$ cat config.mk
export PLATFORM = sky130hd
export DESIGN_NAME = dual_timer_counter
export DESIGN_NICKNAME = d
export VERILOG_FILES = /design/src/rtl/timer_pkg.sv /design/src/rtl/dual_timer_counter.sv
export SDC_FILE = /design/constraint.sdc
export NUM_CORES = 1
export LEC_CHECK = 0
export BUFFER_PORTS_ARGS = -buffer_cell sky130_fd_sc_hd__buf_2
export CAP_MARGIN = 10
export CORE_MARGIN = 2
export CORE_UTILIZATION = 60
export DETAILED_ROUTE_END_ITERATION = 16
export GPL_TIMING_DRIVEN = 0
export HOLD_SLACK_MARGIN = 0.1
export PLACE_DENSITY_LB_ADDON = 0.15
export SLEW_MARGIN = 10
export SYNTH_ARGS = -nofsm -noshare
export SYNTH_HDL_FRONTEND = slang
export SYNTH_SLANG_ARGS = --single-unit
$ cat constraint.sdc
create_clock -name ref_clk -period 2.7 [get_ports ref_clk]
set_input_delay 0.405 -clock ref_clk [delete_from_list [all_inputs] [get_ports ref_clk]]
set_output_delay 0.405 -clock ref_clk [all_outputs]
set_load 0.02 [all_outputs]
$ cat src/rtl/timer_pkg.sv
// Purpose: constants and types of the dual timer/counter
// Assumes: 8-bit register port, one system clock
// Notes:   mode field encodes {count select, mode[1:0]}
// Summary of operation
// - timer1 timer source: clock/12 when prescale bit 1 is 0, full clock when 1
// - prescale bit 0 picks timer0 source: 0 is clock/12, 1 full clock
// - enable bit 3 gates timer1 interrupt, bit 1 gates timer0
// - priority bit 3 sets timer1 level, bit 1 sets timer0 level
// - mode 0 is 13 bits: high byte plus low byte bits 4..0
// - low byte bits 7..5 are undefined in mode 0, ignored by software
// - overflow sets the flag and requests an enabled interrupt
// - counter select 1 counts falling edges of the count pin
// - counter select 0 counts the prescaled system clock
// - run bit resumes from the held count; software preloads it
// - mode 1 is mode 0 with all eight low bits: 16-bit counter
// - mode 2 low byte overflow sets flag and reloads from high byte
// - mode 2 reload byte is kept; software sets low byte first
// - mode 3 splits timer0; low byte uses timer0 controls and flag
// - split high byte runs on timer1 run bit, sets timer1 flag
// - split high byte always counts the prescaled clock
// - timer1 counter stops while timer0 is in mode 3
// - timer1 has 13-bit, 16-bit and reload modes, no split
// - timer1 counts falling edges of its pin when select is 1
// - timer1 mode 2 reloads low from high, high unchanged
// - timer1 run bit resumes without clearing; software preloads
// - timer1 mode 3 halts timer1
// - mode register: timer0 in bits 0..2, timer1 in bits 4..6
// - flags set on overflow, cleared when the interrupt is taken
package timer_pkg;
  localparam logic [7:0] ADDR_CONTROL  = 8'h88;
  localparam logic [7:0] ADDR_MODE     = 8'h89;
  localparam logic [7:0] ADDR_T0LO     = 8'h8A;
  localparam logic [7:0] ADDR_T1LO     = 8'h8B;
  localparam logic [7:0] ADDR_T0HI     = 8'h8C;
  localparam logic [7:0] ADDR_T1HI     = 8'h8D;
  localparam logic [7:0] ADDR_PRESCALE = 8'h8E;
  localparam logic [7:0] ADDR_IRQEN    = 8'hA8;
  localparam logic [7:0] ADDR_IRQPRI   = 8'hB8;
  localparam int CTL_FLAG1  = 7;
  localparam int CTL_RUN1   = 6;
  localparam int CTL_FLAG0  = 5;
  localparam int CTL_RUN0   = 4;
  localparam int MODE_POS0  = 0;
  localparam int MODE_POS1  = 4;
  localparam int IRQ_TMR0   = 1;
  localparam int IRQ_TMR1   = 3;
  localparam int IRQ_GLOBAL = 7;
  localparam logic [7:0] MODE_MASK = 8'h77;
  localparam logic [7:0] PRE_MASK  = 8'h03;
  localparam logic [7:0] EN_MASK   = 8'h8A;
  localparam logic [7:0] PRI_MASK  = 8'h0A;
  localparam logic [7:0] REG_RESET = 8'h00;
  localparam logic [3:0] PRESCALE_LAST = 4'hB;
  typedef enum logic [1:0] {
    MODE_13BIT, MODE_16BIT, MODE_RELOAD, MODE_SPLIT
  } tmode_t;
  typedef struct packed {
    logic   cs;
    tmode_t mode;
  } tcfg_t;
  typedef struct packed {
    logic [7:0] addr;
    logic [7:0] wdata;
    logic       wr;
    logic       rd;
  } bus_req_t;
  typedef struct packed {
    logic [7:0] hi;
    logic [7:0] lo;
  } count_t;
  typedef struct packed {
    count_t c;
    logic   ovfLo;
    logic   ovfHi;
  } step_t;
endpackage

$ cat src/rtl/dual_timer_counter.sv
// Purpose: two timer/counters with overflow flags and irq requests
// Assumes: count pins synchronous to ref_clk, one-cycle acks
// Notes:   a byte write replaces that byte's count step
`timescale 1ns/1ps
module dual_timer_counter (
  input  wire logic               ref_clk,
  input  wire logic               rst,
  input  wire timer_pkg::bus_req_t busReq,
  output logic [7:0]              rdata,
  input  wire logic               timer0_count_pin,
  input  wire logic               timer1_count_pin,
  input  wire logic               timer0IrqAck,
  input  wire logic               timer1IrqAck,
  output logic                    timer0IrqReq,
  output logic                    timer1IrqReq,
  output logic                    timer0IrqHigh,
  output logic                    timer1IrqHigh
);
  logic [7:0]        mode_reg;
  logic [7:0]        prescale_reg;
  logic [7:0]        irqEn_reg;
  logic [7:0]        irqPri_reg;
  logic [1:0]        run_reg;
  logic [1:0]        flag_reg;
  logic [1:0]        flag_next;
  logic [1:0]        pinPrev_reg;
  logic [1:0]        pin;
  logic [1:0]        fall;
  logic [1:0]        tick;
  logic [1:0]        inc;
  logic [1:0]        ovf;
  logic [3:0]        pre_reg;
  logic              tick12;
  logic              split0;
  logic              splitHiInc;
  logic              splitHiOvf;
  logic              ctlWr;
  logic              wrCnt;
  logic [7:0]        rdata_reg;
  logic              irq0_reg;
  logic              irq1_reg;
  timer_pkg::tcfg_t  cfg [2];
  timer_pkg::count_t cnt_reg [2];
  timer_pkg::step_t  step [2];

  function automatic timer_pkg::step_t stepCount(
    timer_pkg::tmode_t m,
    timer_pkg::count_t c,
    logic              incA,
    logic              incB
  );
    timer_pkg::step_t s;
    s.c     = c;
    s.ovfLo = 1'b0;
    s.ovfHi = 1'b0;
    unique case (m)
      timer_pkg::MODE_13BIT: begin
        if (incA) begin
          // upper low-byte bits left as they are
          {s.c.hi, s.c.lo[4:0]} = {c.hi, c.lo[4:0]} + 13'h0001;
          s.ovfLo = &{c.hi, c.lo[4:0]};
        end
      end
      timer_pkg::MODE_16BIT: begin
        if (incA) begin
          s.c     = timer_pkg::count_t'(c + 16'h0001);
          s.ovfLo = &c;
        end
      end
      timer_pkg::MODE_RELOAD: begin
        if (incA) begin
          // high byte untouched: it is the reload value
          s.c.lo  = (&c.lo) ? c.hi : c.lo + 8'h01;
          s.ovfLo = &c.lo;
        end
      end
      timer_pkg::MODE_SPLIT: begin
        if (incA) begin
          s.c.lo  = c.lo + 8'h01;
          s.ovfLo = &c.lo;
        end
        if (incB) begin
          s.c.hi  = c.hi + 8'h01;
          s.ovfHi = &c.hi;
        end
      end
    endcase
    return s;
  endfunction

  assign pin    = {timer1_count_pin, timer0_count_pin};
  assign ctlWr  = busReq.wr && busReq.addr == timer_pkg::ADDR_CONTROL;
  assign wrCnt  = busReq.wr
                && busReq.addr >= timer_pkg::ADDR_T0LO
                && busReq.addr <= timer_pkg::ADDR_T1HI;
  assign tick12 = pre_reg == timer_pkg::PRESCALE_LAST;

  // one shared divider keeps both timers phase aligned
  always_ff @(posedge ref_clk) begin
    if (rst || tick12) begin
      pre_reg <= 4'h0;
    end else begin
      pre_reg <= pre_reg + 4'h1;
    end
  end

  always_ff @(posedge ref_clk) begin
    if (rst) begin
      pinPrev_reg <= 2'h3;
    end else begin
      pinPrev_reg <= pin;
    end
  end

  assign split0 = cfg[0].mode == timer_pkg::MODE_SPLIT;
  // split high byte: timer1 run bit, timer0 rate, never the pin
  assign splitHiInc = split0 && run_reg[1] && tick[0];
  assign splitHiOvf = step[0].ovfHi;

  for (genvar i = 0; i < 2; i++) begin : g_timer
    localparam logic [7:0] LO_ADDR =
      (i == 0) ? timer_pkg::ADDR_T0LO : timer_pkg::ADDR_T1LO;
    localparam logic [7:0] HI_ADDR =
      (i == 0) ? timer_pkg::ADDR_T0HI : timer_pkg::ADDR_T1HI;
    localparam int MODE_POS =
      (i == 0) ? timer_pkg::MODE_POS0 : timer_pkg::MODE_POS1;
    logic halt;
    logic incB;
    assign cfg[i]  = timer_pkg::tcfg_t'(mode_reg[MODE_POS +: 3]);
    assign fall[i] = pinPrev_reg[i] & ~pin[i];
    assign tick[i] = prescale_reg[i] | tick12;
    if (i == 1) begin : g_t1
      // timer1 has no split mode of its own
      assign halt = split0
                  || cfg[1].mode == timer_pkg::MODE_SPLIT;
      assign incB = 1'b0;
    end else begin : g_t0
      assign halt = 1'b0;
      assign incB = splitHiInc;
    end
    // run only gates: count is held, never cleared
    assign inc[i] = run_reg[i] && !halt
                  && (cfg[i].cs ? fall[i] : tick[i]);
    assign step[i] = stepCount(cfg[i].mode, cnt_reg[i], inc[i], incB);
    assign ovf[i]  = step[i].ovfLo;
    always_ff @(posedge ref_clk) begin
      if (rst) begin
        cnt_reg[i] <= '0;
      end else begin
        cnt_reg[i].lo <= (busReq.wr && busReq.addr == LO_ADDR)
                       ? busReq.wdata : step[i].c.lo;
        cnt_reg[i].hi <= (busReq.wr && busReq.addr == HI_ADDR)
                       ? busReq.wdata : step[i].c.hi;
      end
    end
  end

  // set wins over a software write or an ack in the same cycle
  always_comb begin
    logic [1:0] held;
    held    = flag_reg;
    if (ctlWr) begin
      held = {busReq.wdata[timer_pkg::CTL_FLAG1],
              busReq.wdata[timer_pkg::CTL_FLAG0]};
    end
    flag_next    = held & ~{timer1IrqAck, timer0IrqAck};
    flag_next[0] = flag_next[0] | ovf[0];
    flag_next[1] = flag_next[1] | ovf[1] | splitHiOvf;
  end

  always_ff @(posedge ref_clk) begin
    if (rst) begin
      flag_reg <= 2'h0;
    end else begin
      flag_reg <= flag_next;
    end
  end

  always_ff @(posedge ref_clk) begin
    if (rst) begin
      run_reg <= 2'h0;
    end else if (ctlWr) begin
      run_reg <= {busReq.wdata[timer_pkg::CTL_RUN1],
                  busReq.wdata[timer_pkg::CTL_RUN0]};
    end
  end

  always_ff @(posedge ref_clk) begin
    if (rst) begin
      mode_reg     <= timer_pkg::REG_RESET;
      prescale_reg <= timer_pkg::REG_RESET;
      irqEn_reg    <= timer_pkg::REG_RESET;
      irqPri_reg   <= timer_pkg::REG_RESET;
    end else if (busReq.wr) begin
      unique case (busReq.addr)
        timer_pkg::ADDR_MODE:
          mode_reg <= busReq.wdata & timer_pkg::MODE_MASK;
        timer_pkg::ADDR_PRESCALE:
          prescale_reg <= busReq.wdata & timer_pkg::PRE_MASK;
        timer_pkg::ADDR_IRQEN:
          irqEn_reg <= busReq.wdata & timer_pkg::EN_MASK;
        timer_pkg::ADDR_IRQPRI:
          irqPri_reg <= busReq.wdata & timer_pkg::PRI_MASK;
        default: begin
        end
      endcase
    end
  end

  // unmapped and write-only-free reads answer zero
  always_ff @(posedge ref_clk) begin
    if (rst || !busReq.rd) begin
      rdata_reg <= 8'h00;
    end else begin
      unique case (busReq.addr)
        timer_pkg::ADDR_CONTROL:
          rdata_reg <= {flag_reg[1], run_reg[1], flag_reg[0],
                        run_reg[0], 4'h0};
        timer_pkg::ADDR_MODE:     rdata_reg <= mode_reg;
        timer_pkg::ADDR_T0LO:     rdata_reg <= cnt_reg[0].lo;
        timer_pkg::ADDR_T1LO:     rdata_reg <= cnt_reg[1].lo;
        timer_pkg::ADDR_T0HI:     rdata_reg <= cnt_reg[0].hi;
        timer_pkg::ADDR_T1HI:     rdata_reg <= cnt_reg[1].hi;
        timer_pkg::ADDR_PRESCALE: rdata_reg <= prescale_reg;
        timer_pkg::ADDR_IRQEN:    rdata_reg <= irqEn_reg;
        timer_pkg::ADDR_IRQPRI:   rdata_reg <= irqPri_reg;
        default:                  rdata_reg <= 8'h00;
      endcase
    end
  end

  // one cycle behind the flag, so outputs stay registered
  always_ff @(posedge ref_clk) begin
    if (rst) begin
      irq0_reg <= 1'b0;
      irq1_reg <= 1'b0;
    end else begin
      irq0_reg <= flag_reg[0] && irqEn_reg[timer_pkg::IRQ_TMR0]
                && irqEn_reg[timer_pkg::IRQ_GLOBAL];
      irq1_reg <= flag_reg[1] && irqEn_reg[timer_pkg::IRQ_TMR1]
                && irqEn_reg[timer_pkg::IRQ_GLOBAL];
    end
  end

  assign rdata         = rdata_reg;
  assign timer0IrqReq  = irq0_reg;
  assign timer1IrqReq  = irq1_reg;
  assign timer0IrqHigh = irqPri_reg[timer_pkg::IRQ_TMR0];
  assign timer1IrqHigh = irqPri_reg[timer_pkg::IRQ_TMR1];
endmodule // dual_timer_counter

After elaboration in Yosys (flattened, before gate mapping)
Memory sizes are Yosys's and may differ from the RTL's.
Index checks and enable logic that the tools add are counted.

cells by class
  $add $sub $neg = 8
  multiply operators = 0
  reductions and logical operators = 32
  shift-type cells = 0
  magnitude comparators = 0
  equal/unequal tests = 16
  bitwise logic cells = 15
  divide/modulo/power cells = 0
  multiplexer cells = 36

operator list
  operator               number
  $mux 8                 13
  $eq 8x8->1 const B     9
  $pmux 8 s9             1
  $pmux 6 s4             2
  $mux 9                 4
  $mux 17                2
  $add 16x1->16 const B  2
  $reduce_and 16->1      2
  $add 13x1->13 const B  2
  $reduce_and 13->1      2
  $add 8x1->8 const B    3
  $pmux 8 s3             1
  $reduce_and 8->1       3
  $pmux 3 s3             2
  $pmux 8 s2             1
  $logic_and 1x1->1      14
  $mux 6                 2
  $or 1x1->1             9
  $eq 2x2->1 const B     4
  $reduce_and 2->1       4
  $mux 1                 7
  $add 4x1->4 const B    1
  $eq 2x1->1 const B     2
  $eq 4x4->1 const B     1
  8 further kinds        14

storage, ports and cells
  memory bits (read-only) = 0
  bits in registers = 33
  memories = 1
  input port bits = 24
  memory bits (writable) = 32
  bits in latches = 0

memory list
  name     depth  bits a word  read ports  clocked after memory_dff  wr ports  RTL line                  source
  cnt_reg  2      16           2           0                         2         dual_timer_counter.sv:43  timer_pkg::count_t cnt_reg [2];

Longest topological paths before layout
  word-level depth = 9
  mapped depth = 9
  gate-level depth less buffers = 6

Worst setup path after synthesis
No wires, ideal clock.

  path kind = input to register
  start point = input port busReq[15] (netlist bit)
  end point = memory cnt_reg[1][13] (netlist bit)
  data required time = 2564 ps
  path buffers = 2
  slack = 608 ps
  arrival = 1956 ps
  cell stages on the path = 7
  cell sequence = or4b_1 buf_2 or4_4 buf_6 nand2_2 a2bb2oi_2 o32ai_1

RTL lines
  item         RTL line                  source
  from (decl)  dual_timer_counter.sv:8   input wire timer_pkg::bus_req_t busReq,
  to (decl)    dual_timer_counter.sv:43

==> flow_summary.yaml <==
status:
  status: "finished clean"
drt:
  wl_mm: 16.4
  drc_errors: 0
  drtPass1Iterations: 5
  vias_per_cell: 6.98
  wl_per_cell_um: 22.3
  drt_first_iter_violations: 668
  vias: 5121
  ant_nets: 0
synth:
  syn_nets: 615
  ys_types: 75
  postSynth.asyncResetShare_pct: 0
  synth.area.top_cells: "dfxtp_1 28%, mux2i_1 7.0%, nor2_1 5.2%"
  synth.largest_area_cell: "dfxtp_1"
  post_synth.cell_area_avg_um2: 7.82
  syn-cell-area_um2: 4590
  ys_seq_area_share_pct: 28.3
  synth-edff-count: 0
  ys_ff_latch: 65
  synth_top_area_share_pct: 28.3
  syn_inst: 587
  synth_top_flop_cell: "dfxtp_1"
  synth_warnings: 0
pwr:
  power_leakage_nw: 1.73
  ir_worst_vdd_mv: 0.250
  finalPower_mw: 1.99
  p_per_area_nw_per_um2: 392
timing:
  tns_ns: 0
  hold_violations: 0
  rsz0062_at_grt: "false"
  worst_pin_slew_ns: 1.05
  fin_crit_ns: 2.61
  hold_slack_ns: 0.241
  clock.fmax_ghz: 0.382
  max-slew-margin-rel_pct: 28.6
  slew_violations: 0
  finClkSkew_ns: 0.00900
  timing.final.crit_share_pct: 96.8
  setup_violations: 0
clock_tree:
  clockBufferDepth: 2
  numClockSinks: 65
  cts-htree-levels: 3
  clkTransAtPathRegs_ns: 0.08
  cts_made_buffers: 9
  cts_tree: "built"
  holdBufCountCts: 0
  cts_root_buffer: "clkbuf_8"
  clkLatencyLatePin_ns: 0.36
die:
  num_io_pins: 36
  fp-row-count: 31
  coreArea_um2: 7330
  die_area_um2: 8370
  initial_core_util_pct: 62.6
  dieWidth_um: 91.5
  die-height_um: 91.5
global_routing:
  grt_pass1_vias: 4700
  grt_pass1_wl_mm: 25.5
  grt_max_degree: 14
  grt_antenna_before_repair: 0
  grt_overflow: 0
  grt_use_total_pct: 39.1
cells_and_area:
  fillCellCount: 625
  fin_nets: 658
  drive_above_1_share_pct: 14.5
  antennaDiodeCount: 0
  syn2layout_area_growth_pct: 10.7
  largest_register_ffs: 32
worst_setup_path:
  crit_fanout: 9
  cp.required_ns: 2.93
  crit_path_start_kind: "register"
  crit_type: "register to register"
  critical_path.endpoint_type: "register"
  r2r_setup_slack_ns: 0.09
  arrival_ns: 2.85
run:
  cap_violations: 0
hold_path:
  hp-class: "input port to register"
place:
  io_buffers: 32
  gp_congestion: 1.03
  dp_hpwl_mm: 11.7
-- power by group --
group / internal (mW) / switching, mW
clock network: 0.434 / 0.433
logic: 0.0451 / 0.105
registers: 0.967 / 0.00607
-- cell usage in the layout (no fill, tap or decap), types with 4 or more instances in the layout --
| master | netlist | layout |
|---|---|---|
| dfxtp_1 | 65 | 65 |
| nor2_1 | 64 | 64 |
| nand2_1 | 43 | 43 |
| buf_2 | 9 | 41 |
| a21oi_1 | 37 | 37 |
| mux2i_1 | 32 | 32 |
| clkbuf_1 | 31 | 31 |
| nand3_1 | 25 | 25 |
| o21ai_0 | 21 | 21 |
| and3_1 | 14 | 14 |
| a211oi_1 | 14 | 14 |
| nand4_1 | 14 | 14 |
| inv_1 | 13 | 13 |
| nand2b_1 | 12 | 12 |
| nor2b_1 | 11 | 11 |
| nor3_1 | 11 | 11 |
| a31oi_1 | 10 | 10 |
| clkbuf_8 | 0 | 9 |
| or2_2 | 8 | 8 |
| mux2_2 | 8 | 8 |
| o221ai_1 | 8 | 8 |
| xnor2_1 | 7 | 7 |
| and4_1 | 6 | 6 |
| buf_1 | 6 | 6 |
| a22oi_1 | 6 | 6 |
| nor4_1 | 6 | 6 |
| o211ai_1 | 6 | 6 |
| o2bb2ai_1 | 5 | 5 |
| nor3b_1 | 5 | 5 |
| a311oi_1 | 5 | 5 |
| o32ai_1 | 5 | 5 |
| or3_1 | 4 | 4 |
| and2_1 | 4 | 4 |
| ha_1 | 4 | 4 |
-- through the flow --
| step | util, % | cell area, um2 | std cells | setup slack [ns] |
|---|---|---|---|---|
| floorplan | - | 4590 | 587 | 0.608 |
| global placement | 66.5 | 4880 | 718 | 0.133 |
| detailed placement | 66.5 | 4880 | 718 | 0.109 |
| CTS | 69.2 | 5070 | 734 | 0.0793 |
| global route | 69.3 | 5080 | 734 | 0.0122 |
| finish | 69.3 | 5080 | 734 | 0.0853 |
-- path summary, 6_finish.rpt --
kind	endpoint	startpoint	cells after the start
max	cnt_reg[0][2]$_SDFFE_PP0P_	cnt_reg[0][0]$_SDFFE_PP0P_	6
min	pinPrev_reg[0]$_SDFF_PP1_	timer0_count_pin	2
max reg2reg	cnt_reg[0][2]$_SDFFE_PP0P_	cnt_reg[0][0]$_SDFFE_PP0P_	6
min reg2reg	pre_reg[0]$_SDFF_PP0_	pre_reg[0]$_SDFF_PP0_	1
-- area by class of cell --
type | instances | area [um2] | area share, %
multi-input combinational | 461 | 3050 | 60.0
timing repair buffer | 32 | 160 | 3.15
tap | 99 | 124 | 2.44
clock buffer | 9 | 124 | 2.44
buffer | 48 | 200 | 3.94
sequential | 65 | 1300 | 25.6
inverter | 13 | 48.8 | 0.960
clock inverter | 7 | 75.1 | 1.48
-- per-layer routing --
layer  wire length (um)  global-route usage, %
met1               6480                   51.8
met2               6700                   56.1
met3               2290                   14.1
met4                905                   18.9
met5                  0                      0
-- cells in the mapped netlist, types with 10 or more instances --
master    number
a21oi_1       37
clkbuf_1      31
nand2b_1      12
a31oi_1       10
nor2_1        64
nand2_1       43
nor3_1        11
nand4_1       14
inv_1         13
nand3_1       25
a211oi_1      14
dfxtp_1       65
and3_1        14
nor2b_1       11
mux2i_1       32
o21ai_0       21
-- logic make-up after synthesis --
kind of cell             count (synthesis)  share of synthesized area [%]
multiplexers                            41                           9.43
AND/OR/NAND/NOR                        249                           29.3
flip-flops                              65                           28.3
XOR/XNOR                                 7                           1.34
adder cells (fa/ha/maj)                  4                           1.09
AO/OA/AOI/OAI                          160                           25.1
buffers and inverters                   61                           5.42
-- worst max-delay path, stage by stage, from the launching register on --
cell and delay (ns):
dfxtp_1 0.47, ha_1 0.28, nand4_1 0.47, nor3_4 0.56, mux2_2 0.39, o221ai_1 0.21, a21oi_1 0.10
-- timing repair --
action	CTS	global route
setup buffers	0	0
endpoints found under the setup margin	0	5
gates resized for setup	0	1
Note: power is estimated with default switching activity, not from simulation.
